`config.mk`:
```
export PLATFORM = sky130hd
export DESIGN_NAME = scm_top
export DESIGN_NICKNAME = d
export VERILOG_FILES = /design/src/hw/scm_pkg.sv /design/src/hw/scm_top.sv
export SDC_FILE = /design/constraint.sdc
export NUM_CORES = 1
export LEC_CHECK = 0
export BUFFER_PORTS_ARGS = -buffer_cell sky130_fd_sc_hd__buf_2
export CORE_UTILIZATION = 55
export CTS_CLUSTER_SIZE = 24
export DETAILED_ROUTE_END_ITERATION = 7
export GPL_ROUTABILITY_DRIVEN = 0
export PLACE_DENSITY = 0.87
export SYNTH_ARGS = -nofsm -noshare
export SYNTH_HDL_FRONTEND = slang
export SYNTH_SLANG_ARGS = --single-unit
```
`constraint.sdc`:
```
create_clock -name sys_clk -period 11.8 [get_ports sys_clk]
set_clock_uncertainty 0.15 [all_clocks]
set_input_delay 1.18 -clock sys_clk [delete_from_list [all_inputs] [get_ports sys_clk]]
set_output_delay 1.18 -clock sys_clk [all_outputs]
set_load 0.01 [all_outputs]
```
`src/hw/scm_pkg.sv`:
```
// scm_pkg: constants, types and states of the set-up mode controller
// assumes a single 25 MHz clock and a synchronous active-high reset
package scm_pkg;
    localparam int unsigned CLK_HZ      = 25_000_000;
    localparam int unsigned MS_DIV      = CLK_HZ / 1000;
    localparam int unsigned ENTRY_MS    = 3000;
    localparam int unsigned CPT_SHORT_MS = 500;
    localparam int unsigned CPT_LONG_MS = 5000;
    localparam int unsigned RELAY_MS    = 100;
    localparam int unsigned TONE_PER_MS = 1000;
    localparam int unsigned NEAR_ON_MS  = 950;
    localparam int unsigned LOW_ON_MS   = 100;
    localparam int unsigned CDLY_MAX_S  = 12;
    localparam int unsigned DWELL_MUL   = 6;
    localparam int unsigned SPD_FULL    = 255;
    localparam logic [24:0] ACC_STEP    = 25'(DWELL_MUL * SPD_FULL);
    // switch patterns
    localparam logic [6:0] SEL_NONE     = 7'h00;
    localparam logic [6:0] SEL_SCREWS   = 7'h01;
    localparam logic [6:0] SEL_CPT_SHRT = 7'h02;
    localparam logic [6:0] SEL_CPT_LONG = 7'h06;
    localparam logic [6:0] SEL_CDLY     = 7'h0A;
    // register map
    localparam logic [7:0] REG_STATUS   = 8'h00;
    localparam logic [7:0] REG_PARAM    = 8'h04;
    localparam logic [7:0] REG_CTRL     = 8'h08;
    // lever direction codes
    localparam logic [1:0] DIR_NEUT     = 2'h0;
    localparam logic [1:0] DIR_AHEAD    = 2'h1;
    localparam logic [1:0] DIR_ASTERN   = 2'h2;
    typedef struct packed {
        logic [1:0] screws;
        logic       cpt_long;
        logic [3:0] delay_s;
    } scm_cfg_t;
    localparam scm_cfg_t CFG_DEF = '{screws: 2'h0, cpt_long: 1'b1, delay_s: 4'h0};
    typedef enum logic [4:0] {
        ST_RUN   = 5'h01,
        ST_ENTRY = 5'h02,
        ST_SETUP = 5'h04,
        ST_FAULT = 5'h08,
        ST_EXIT  = 5'h10
    } scm_state_t;
    typedef struct packed {
        logic tone;
        logic lamp;
        logic run_led;
        logic relay;
    } scm_ind_t;
endpackage : scm_pkg

```
`src/hw/scm_top.sv`:
```
// scm_top: set-up mode entry/exit, switch validation, parameter store,
// clutch pressure window and reversal pause on the throttle path
// assumes all inputs synchronous to sys_clk; levers give direction and speed
//
// Our own choices: the address map and the strobed register port.
`timescale 1ns/1ps
module scm_top #(
    parameter int unsigned MS_DIV = scm_pkg::MS_DIV
) (
    input  wire logic                 sys_clk,
    input  wire logic                 reset,
    input  wire logic [6:0]           config_switch_bank,
    input  wire logic                 setup_jumper,
    input  wire logic                 store_pushbutton,
    input  wire logic [7:0]           adjust_potentiometer,
    input  wire logic                 station_cmd,
    input  wire logic [1:0]           lever_dir,
    input  wire logic [7:0]           lever_speed,
    input  wire logic                 clutch_sw_fitted,
    input  wire logic                 clutch_sw_closed,
    input  wire logic [7:0]           reg_addr,
    input  wire logic [31:0]          reg_wdata,
    input  wire logic                 reg_wr,
    input  wire logic                 reg_rd,
    output scm_pkg::scm_ind_t         ind_q,
    output logic                      run_state_q,
    output logic [7:0]                throttle_q,
    output logic [1:0]                gear_q,
    output scm_pkg::scm_cfg_t         cfg_q,
    output logic [31:0]               reg_rdata_q
);
    scm_pkg::scm_state_t st_q;
    scm_pkg::scm_state_t st_d;
    logic [15:0]         div_q;
    logic                tick;
    logic [9:0]          ph_q;
    logic [11:0]         ent_q;
    logic [6:0]          rly_q;
    logic                click_q;
    logic                jmp_q;
    logic                pb_q;
    logic                sel_ok;
    logic                store_ok;
    logic [12:0]         cpt_q;
    logic [24:0]         acc_q;
    logic [24:0]         acc_cap;
    logic [1:0]          dir_q;
    logic                pz_q;
    logic                half_q;
    logic [12:0]         window;
    logic                cpt_out;

    function automatic logic pattern_valid(input logic [6:0] p);
        pattern_valid = (p == scm_pkg::SEL_SCREWS) || (p == scm_pkg::SEL_CPT_SHRT) ||
                        (p == scm_pkg::SEL_CPT_LONG) || (p == scm_pkg::SEL_CDLY);
    endfunction : pattern_valid

    assign tick     = (div_q == 16'(MS_DIV - 1));
    assign sel_ok   = pattern_valid(config_switch_bank);
    assign store_ok = store_pushbutton && !pb_q && (st_q == scm_pkg::ST_SETUP) && sel_ok;
    assign window   = cfg_q.cpt_long ? 13'(scm_pkg::CPT_LONG_MS) : 13'(scm_pkg::CPT_SHORT_MS);
    assign acc_cap  = 25'(cfg_q.delay_s) * 25'd1000 * scm_pkg::ACC_STEP;
    assign cpt_out  = clutch_sw_fitted && !clutch_sw_closed && (lever_dir != scm_pkg::DIR_NEUT)
                      && (cpt_q >= window);

    // millisecond enable and tone phase
    always_ff @(posedge sys_clk) begin
        if (reset || tick) begin
            div_q <= 16'h0000;
        end else begin
            div_q <= div_q + 16'h0001;
        end
    end

    always_ff @(posedge sys_clk) begin
        if (reset) begin
            ph_q <= 10'h000;
        end else if (tick) begin
            ph_q <= (ph_q == 10'(scm_pkg::TONE_PER_MS - 1)) ? 10'h000 : ph_q + 10'h001;
        end
    end

    always_ff @(posedge sys_clk) begin
        if (reset) begin
            jmp_q <= 1'b0;
            pb_q  <= 1'b0;
        end else begin
            jmp_q <= setup_jumper;
            pb_q  <= store_pushbutton;
        end
    end

    // mode sequencing
    always_comb begin
        st_d = st_q;
        unique case (st_q)
            scm_pkg::ST_RUN: begin
                if (setup_jumper && !jmp_q) begin
                    st_d = (config_switch_bank == scm_pkg::SEL_NONE) ? scm_pkg::ST_ENTRY
                                                                     : scm_pkg::ST_FAULT;
                end
            end
            scm_pkg::ST_ENTRY: begin
                if (!setup_jumper) begin
                    st_d = scm_pkg::ST_EXIT;
                end else if (tick && ent_q == 12'(scm_pkg::ENTRY_MS - 1)) begin
                    st_d = scm_pkg::ST_SETUP;
                end
            end
            scm_pkg::ST_SETUP: begin
                if (!setup_jumper) begin
                    st_d = scm_pkg::ST_EXIT;
                end
            end
            scm_pkg::ST_FAULT: begin
                if (!setup_jumper && config_switch_bank == scm_pkg::SEL_NONE) begin
                    st_d = scm_pkg::ST_EXIT;
                end
            end
            scm_pkg::ST_EXIT: begin
                if (station_cmd) begin
                    st_d = scm_pkg::ST_RUN;
                end
            end
            default: st_d = scm_pkg::ST_EXIT;
        endcase
    end

    always_ff @(posedge sys_clk) begin
        if (reset) begin
            st_q <= scm_pkg::ST_RUN;
        end else begin
            st_q <= st_d;
        end
    end

    always_ff @(posedge sys_clk) begin
        if (reset || st_q != scm_pkg::ST_ENTRY) begin
            ent_q <= 12'h000;
        end else if (tick) begin
            ent_q <= ent_q + 12'h001;
        end
    end

    // parameter store
    always_ff @(posedge sys_clk) begin
        if (reset) begin
            cfg_q <= scm_pkg::CFG_DEF;
        end else if (reg_wr && reg_addr == scm_pkg::REG_CTRL && reg_wdata[0]) begin
            cfg_q <= scm_pkg::CFG_DEF;
        end else if (store_ok) begin
            unique case (config_switch_bank)
                scm_pkg::SEL_SCREWS:   cfg_q.screws   <= adjust_potentiometer[7:6];
                scm_pkg::SEL_CPT_SHRT: cfg_q.cpt_long <= 1'b0;
                scm_pkg::SEL_CPT_LONG: cfg_q.cpt_long <= 1'b1;
                default: begin
                    cfg_q.delay_s <= (adjust_potentiometer[7:4] > 4'(scm_pkg::CDLY_MAX_S)) ?
                                     4'(scm_pkg::CDLY_MAX_S) : adjust_potentiometer[7:4];
                end
            endcase
        end
    end

    // relay: single confirm pulse, or clicking while in error
    always_ff @(posedge sys_clk) begin
        if (reset) begin
            rly_q <= 7'h00;
        end else if (store_ok) begin
            rly_q <= 7'(scm_pkg::RELAY_MS);
        end else if (tick && rly_q != 7'h00) begin
            rly_q <= rly_q - 7'h01;
        end
    end

    always_ff @(posedge sys_clk) begin
        if (reset) begin
            click_q <= 1'b0;
        end else if (tick && ph_q[7:0] == 8'h00) begin
            click_q <= !click_q;
        end
    end

    // indicators
    always_ff @(posedge sys_clk) begin
        if (reset) begin
            ind_q <= '0;
        end else begin
            ind_q.lamp    <= station_cmd && (st_q == scm_pkg::ST_RUN);
            ind_q.run_led <= (st_q != scm_pkg::ST_ENTRY);
            unique case (st_q)
                scm_pkg::ST_ENTRY: ind_q.tone <= 1'b1;
                scm_pkg::ST_FAULT: ind_q.tone <= ph_q < 10'(scm_pkg::NEAR_ON_MS);
                scm_pkg::ST_SETUP: ind_q.tone <= (config_switch_bank != scm_pkg::SEL_NONE) && !sel_ok
                                                 && ph_q < 10'(scm_pkg::NEAR_ON_MS);
                scm_pkg::ST_EXIT:  ind_q.tone <= ph_q < 10'(scm_pkg::LOW_ON_MS);
                default:           ind_q.tone <= 1'b0;
            endcase
            if (rly_q != 7'h00) begin
                ind_q.relay <= 1'b1;
            end else if (st_q == scm_pkg::ST_FAULT || (st_q == scm_pkg::ST_SETUP &&
                         config_switch_bank != scm_pkg::SEL_NONE && !sel_ok)) begin
                ind_q.relay <= click_q;
            end else begin
                ind_q.relay <= 1'b0;
            end
        end
    end

    always_ff @(posedge sys_clk) begin
        if (reset) begin
            run_state_q <= 1'b1;
        end else begin
            run_state_q <= (config_switch_bank == scm_pkg::SEL_NONE) && !setup_jumper;
        end
    end

    // clutch pressure window
    always_ff @(posedge sys_clk) begin
        if (reset || clutch_sw_closed || lever_dir == scm_pkg::DIR_NEUT) begin
            cpt_q <= 13'h0000;
        end else if (tick && cpt_q < window) begin
            cpt_q <= cpt_q + 13'h0001;
        end
    end

    // reversal pause: charge grows with speed and dwell, drains during pause
    always_ff @(posedge sys_clk) begin
        if (reset) begin
            acc_q  <= 25'h0000000;
            dir_q  <= scm_pkg::DIR_NEUT;
            pz_q   <= 1'b0;
            half_q <= 1'b0;
        end else if (pz_q) begin
            if (tick) begin
                if (acc_q <= (half_q ? ACC_STEP2() : scm_pkg::ACC_STEP)) begin
                    acc_q <= 25'h0000000;
                    pz_q  <= 1'b0;
                    dir_q <= lever_dir;
                end else begin
                    acc_q <= acc_q - (half_q ? ACC_STEP2() : scm_pkg::ACC_STEP);
                end
            end
        end else if (lever_dir != dir_q && lever_dir != scm_pkg::DIR_NEUT &&
                     dir_q != scm_pkg::DIR_NEUT) begin
            pz_q   <= (acc_q != 25'h0000000);
            half_q <= (dir_q == scm_pkg::DIR_ASTERN);
            if (acc_q == 25'h0000000) begin
                dir_q <= lever_dir;
            end
        end else begin
            if (lever_dir != scm_pkg::DIR_NEUT) begin
                dir_q <= lever_dir;
            end
            if (lever_speed == 8'h00) begin
                acc_q <= 25'h0000000;
            end else if (acc_q > acc_cap) begin
                acc_q <= acc_cap;
            end else if (tick) begin
                acc_q <= (acc_q + 25'(lever_speed) > acc_cap) ? acc_cap
                                                               : acc_q + 25'(lever_speed);
            end
        end
    end

    function automatic logic [24:0] ACC_STEP2();
        ACC_STEP2 = 25'(2 * scm_pkg::ACC_STEP);
    endfunction : ACC_STEP2

    // throttle and gear outputs
    always_ff @(posedge sys_clk) begin
        if (reset) begin
            throttle_q <= 8'h00;
            gear_q     <= scm_pkg::DIR_NEUT;
        end else begin
            gear_q <= pz_q ? dir_q : lever_dir;
            if (pz_q || cpt_out || st_q != scm_pkg::ST_RUN) begin
                throttle_q <= 8'h00;
            end else begin
                throttle_q <= lever_speed;
            end
        end
    end

    // register read port
    always_ff @(posedge sys_clk) begin
        if (reset) begin
            reg_rdata_q <= 32'h00000000;
        end else if (reg_rd) begin
            unique case (reg_addr)
                scm_pkg::REG_STATUS: reg_rdata_q <= {24'h000000, pz_q, sel_ok, run_state_q, st_q};
                scm_pkg::REG_PARAM:  reg_rdata_q <= {25'h0000000, cfg_q};
                default:             reg_rdata_q <= 32'h00000000;
            endcase
        end else begin
            reg_rdata_q <= 32'h00000000;
        end
    end

    property p_entry_tone;
        @(posedge sys_clk) disable iff (reset)
        st_q == scm_pkg::ST_ENTRY |=> ind_q.tone && !ind_q.lamp;
    endproperty
    a_entry_tone: assert property (p_entry_tone) else $error("entry tone or lamp wrong");

    property p_entry_led;
        @(posedge sys_clk) disable iff (reset)
        $rose(st_q == scm_pkg::ST_ENTRY) |=> !ind_q.run_led [*8];
    endproperty
    a_entry_led: assert property (p_entry_led) else $error("run led lit at entry");

    property p_store_pulse;
        @(posedge sys_clk) disable iff (reset)
        store_ok |-> ##2 ind_q.relay;
    endproperty
    a_store_pulse: assert property (p_store_pulse) else $error("no confirm pulse");

    property p_store_ignored;
        @(posedge sys_clk) disable iff (reset)
        store_pushbutton && !pb_q && !sel_ok && !reg_wr |=> $stable(cfg_q);
    endproperty
    a_store_ignored: assert property (p_store_ignored) else $error("bad store changed cfg");

    property p_exit;
        @(posedge sys_clk) disable iff (reset)
        st_q == scm_pkg::ST_SETUP && !setup_jumper |=> st_q == scm_pkg::ST_EXIT;
    endproperty
    a_exit: assert property (p_exit) else $error("set-up not left on jumper open");

    property p_cpt_idle;
        @(posedge sys_clk) disable iff (reset)
        cpt_out |=> throttle_q == 8'h00;
    endproperty
    a_cpt_idle: assert property (p_cpt_idle) else $error("throttle above idle after window");

    property p_pause_idle;
        @(posedge sys_clk) disable iff (reset)
        pz_q |=> throttle_q == 8'h00 && gear_q == $past(dir_q);
    endproperty
    a_pause_idle: assert property (p_pause_idle) else $error("throttle during pause");

    property p_zero_pause;
        @(posedge sys_clk) disable iff (reset)
        !pz_q && acc_q == 25'h0000000 |=> !pz_q;
    endproperty
    a_zero_pause: assert property (p_zero_pause) else $error("pause with no charge");

    property p_run_state;
        @(posedge sys_clk) disable iff (reset)
        config_switch_bank != scm_pkg::SEL_NONE |=> !run_state_q;
    endproperty
    a_run_state: assert property (p_run_state) else $error("run state with switch on");

    property p_cap;
        @(posedge sys_clk) disable iff (reset)
        !pz_q |-> acc_q <= acc_cap || $changed(cfg_q);
    endproperty
    a_cap: assert property (p_cap) else $error("charge above cap");
endmodule : scm_top

```
==> summary.txt <==
Outcome
  • Outcome: finished clean

Worst hold path
  • Class of the worst hold path: reg -> reg
  • Worst Hold End: div_q[0]
  • Hold_sp: div_q[0]
  • Worst hold path depth: 1

Place
  • Final HPWL from detailed placement: 22.3 mm
  • Count of input and output buffers: 68

Synthesis
  • Unique masters post-synth: 80
  • Register area share after synthesis: 0.218
  • #FFs+latches synth: 125
  • Post-synth top cells: nor2_1, ha_1, dfxtp_1, inv_1, a21oi_1
  • Synth area leader: dfxtp_1
  • Post-synth EDFFs: 0
  • Syn Inst Count: 1,382
  • Post-Syn Area: 11,500 um2
  • Ys async rst share: 0
  • Main area contributors after synthesis: dfxtp_1, ha_1, fa_1
  • Top cell type's share of synthesized area: 0.218
  • Ys flop type: dfxtp_1
  • Yosys warns: 0
  • Top-count cell post-synth: nor2_1
  • Syn_area_per_cell: 8.32 um2

Timing
  • Post-layout minimum cycle time: 10,530 ps
  • Worst slew pin tran: 984 ps
  • Crit share post-route: 0.892
  • Relative slew slack: 0.338
  • Final hold vios: 0
  • Final setup violation count: 0
  • Setup tns final: 0 ps
  • Fmax achieved: 0.0950 GHz
  • RSZ-0062 raised after global routing: false
  • Max Slew Vio Count: 0

Clock network
  • Clock transition at the registers of the reported paths: 60 ps
  • Setup Fix Bufs, Post-CTS: 0
  • CTS root buf: clkbuf_16
  • CTS HTree Levels: 4
  • Clk buf depth: 2
  • Total CTS buffers: 17
  • Gates resized, CTS repair: 0
  • Clk Latency, worst-skew pair: 430 ps
  • CTS tree: done
  • CTS Hold Bufs: 0
  • Clock sink count: 125

Setup path
  • R2r setup slk: 1270 ps
  • Reg2Reg Depth: 33
  • Crit. End Element: flip-flop
  • Worst EP arrival: 10,690 ps
  • WP data required: 11,960 ps
  • Slowest stage delay, CP: 870 ps
  • R2r endpoint: acc_q[12]
  • CP max-delay cell: dfxtp_1
  • Crit Path Max Fanout: 19
  • Kind of critical path: reg -> reg
  • Crit path launch type: flip-flop
  • RR Startpoint: cfg_q[1]

Cells and area
  • Multi-input gate area: 8300 um2
  • Antenna diodes: 0
  • Sequential cell area: 2500 um2
  • Area added between synthesis and finish: 9.48%
  • Filler cells: 1,626
  • Final #Nets: 1,702
  • Share of cells above drive strength 1: 0.0856

Detailed routing
  • Drt wl/cell: 17.1 um
  • Routed WL: 29.4 mm
  • Drt drc: 0
  • DRC marker count from the first detailed-route iteration: 828
  • Vias: 10,400
  • DR pass1 iterations: 6
  • Post-route ant nets: 0
  • Vias/cell: 6.03

GRT
  • Largest net degree at the start of global routing: 43
  • Gr ovfl total: 0
  • Tot GR Track Use: 0.277
  • Met1 Use GR: 0.341
  • GR Util met3: 0.0469
  • Vias in the first global route: 10,100
  • Initial antenna violation count: 0
  • Gr busiest metal: met2
  • First-pass GRT wire length: 48.1 mm
  • Met2 usage: 0.468

Pwr
  • Peak VDD IR: 0.000133 V
  • PwrDens: 145 nW/um2
  • Total Power: 0.00182 W
  • Pleak: 5.81 nW

Die
  • Rows: 52
  • Core area: 20,400 um2
  • I/O pin cnt: 128
  • Die X: 147 um
  • Die Span Y: 147 um
  • Die area: 21,500 um2
  • Initial Util: 0.564

Flow run
  • Max-cap check violation count: 0
## where the power goes
group	switching (W)	total, W	internal (W)
Sequential	0.0000510	0.000511	0.000460
Clock	0.000200	0.000554	0.000353
Combinational	0.000483	0.000758	0.000275
Total	0.000735	0.00182	0.00109
## cells in the final DEF, fill, tap and decap left out, drive strengths merged, types with 19 or more instances in the layout
| cell | Yosys | final |
|---|---|---|
| nand2 | 88 | 88 |
| a21oi | 92 | 92 |
| buf | 35 | 74 |
| nand3 | 53 | 53 |
| a31oi | 20 | 20 |
| ha | 139 | 139 |
| o21ai | 57 | 57 |
| fa | 53 | 53 |
| nor3 | 26 | 26 |
| o211ai | 24 | 24 |
| mux2i | 20 | 20 |
| nor2 | 142 | 142 |
| inv | 117 | 119 |
| nand4 | 24 | 24 |
| xor2 | 51 | 51 |
| xnor2 | 57 | 57 |
| conb | 1 | 24 |
| and3 | 19 | 19 |
| dfxtp | 125 | 125 |
## metrics by stage
step	setup WS [ps]	cells	utilization	area, um2	hold WS [ps]
2_1_floorplan	2620	1405	-	11600	276
3_3_place_gp	1580	1687	0.587	12000	292
3_5_place_dp	1360	1687	0.587	12000	303
4_1_cts	1350	1718	0.618	12600	316
5_1_grt	740	1718	0.618	12600	343
6_report	1270	1718	0.618	12600	314
## metal layers
layer	vias up	wire, um
li1	4933	-
met5	-	0
met2	463	14100
met3	110	2130
met1	4851	12000
met4	0	1170
## flip-flops by register name, summed over array words and instances (netlist names)
name / count
cpt_q: 13
rly_q: 7
click_q: 1
run_state_q: 1
jmp_q: 1
ph_q: 10
div_q: 16
gear_q: 2
reg_rdata_q: 8
st_q: 5
pb_q: 1
dir_q: 2
ent_q: 12
half_q: 1
cfg_q: 7
acc_q: 25
ind_q: 4
throttle_q: 8
pz_q: 1
## how the worst max path moves through the flow
stage                         from   endpoint  slack [ps]
after floorplan           cfg_q[1]  acc_q[12]        2620
after global placement    cfg_q[1]  acc_q[12]        1580
after detailed placement  cfg_q[1]  acc_q[12]        1360
after CTS                 cfg_q[1]  acc_q[12]        1350
after global routing      cfg_q[1]  acc_q[12]         740
final                     cfg_q[1]  acc_q[12]        1270
## cell type report
| type | count | area share |
|---|---|---|
| sequential | 125 | 0.199 |
| inverter | 118 | 0.0352 |
| tap | 270 | 0.0268 |
| clock inverter | 13 | 0.0151 |
| clock buffer | 18 | 0.0341 |
| multi-input combinational | 1100 | 0.659 |
| timing repair buffer | 74 | 0.0306 |
## logic make-up (layout without fill, tap and decap cells)
| family | after synthesis | after routing | share of synthesized area |
|---|---|---|---|
| xor gates and xnor gates | 111 | 111 | 0.0888 |
| adders and majority gates | 193 | 193 | 0.245 |
| buffers and inverters | 180 | 223 | 0.0680 |
| and+or+nand+nor | 467 | 467 | 0.203 |
| AOI/OAI and AO/OA | 284 | 284 | 0.159 |
| muxes | 21 | 21 | 0.0184 |
| DFF | 125 | 125 | 0.218 |
| other | 1 | 24 | 0.000326 |
## worst max-delay path: cells and delay by family (launching register included)
family / cells / cell delay, ps
adder cells (fa/ha/maj): 10 / 4040
XOR/XNOR: 3 / 940
buffers and inverters: 3 / 550
flip-flops: 1 / 870
AND/OR/NAND/NOR: 10 / 2250
AO/OA/AOI/OAI: 7 / 1610
(Power assumes the default switching activity.)
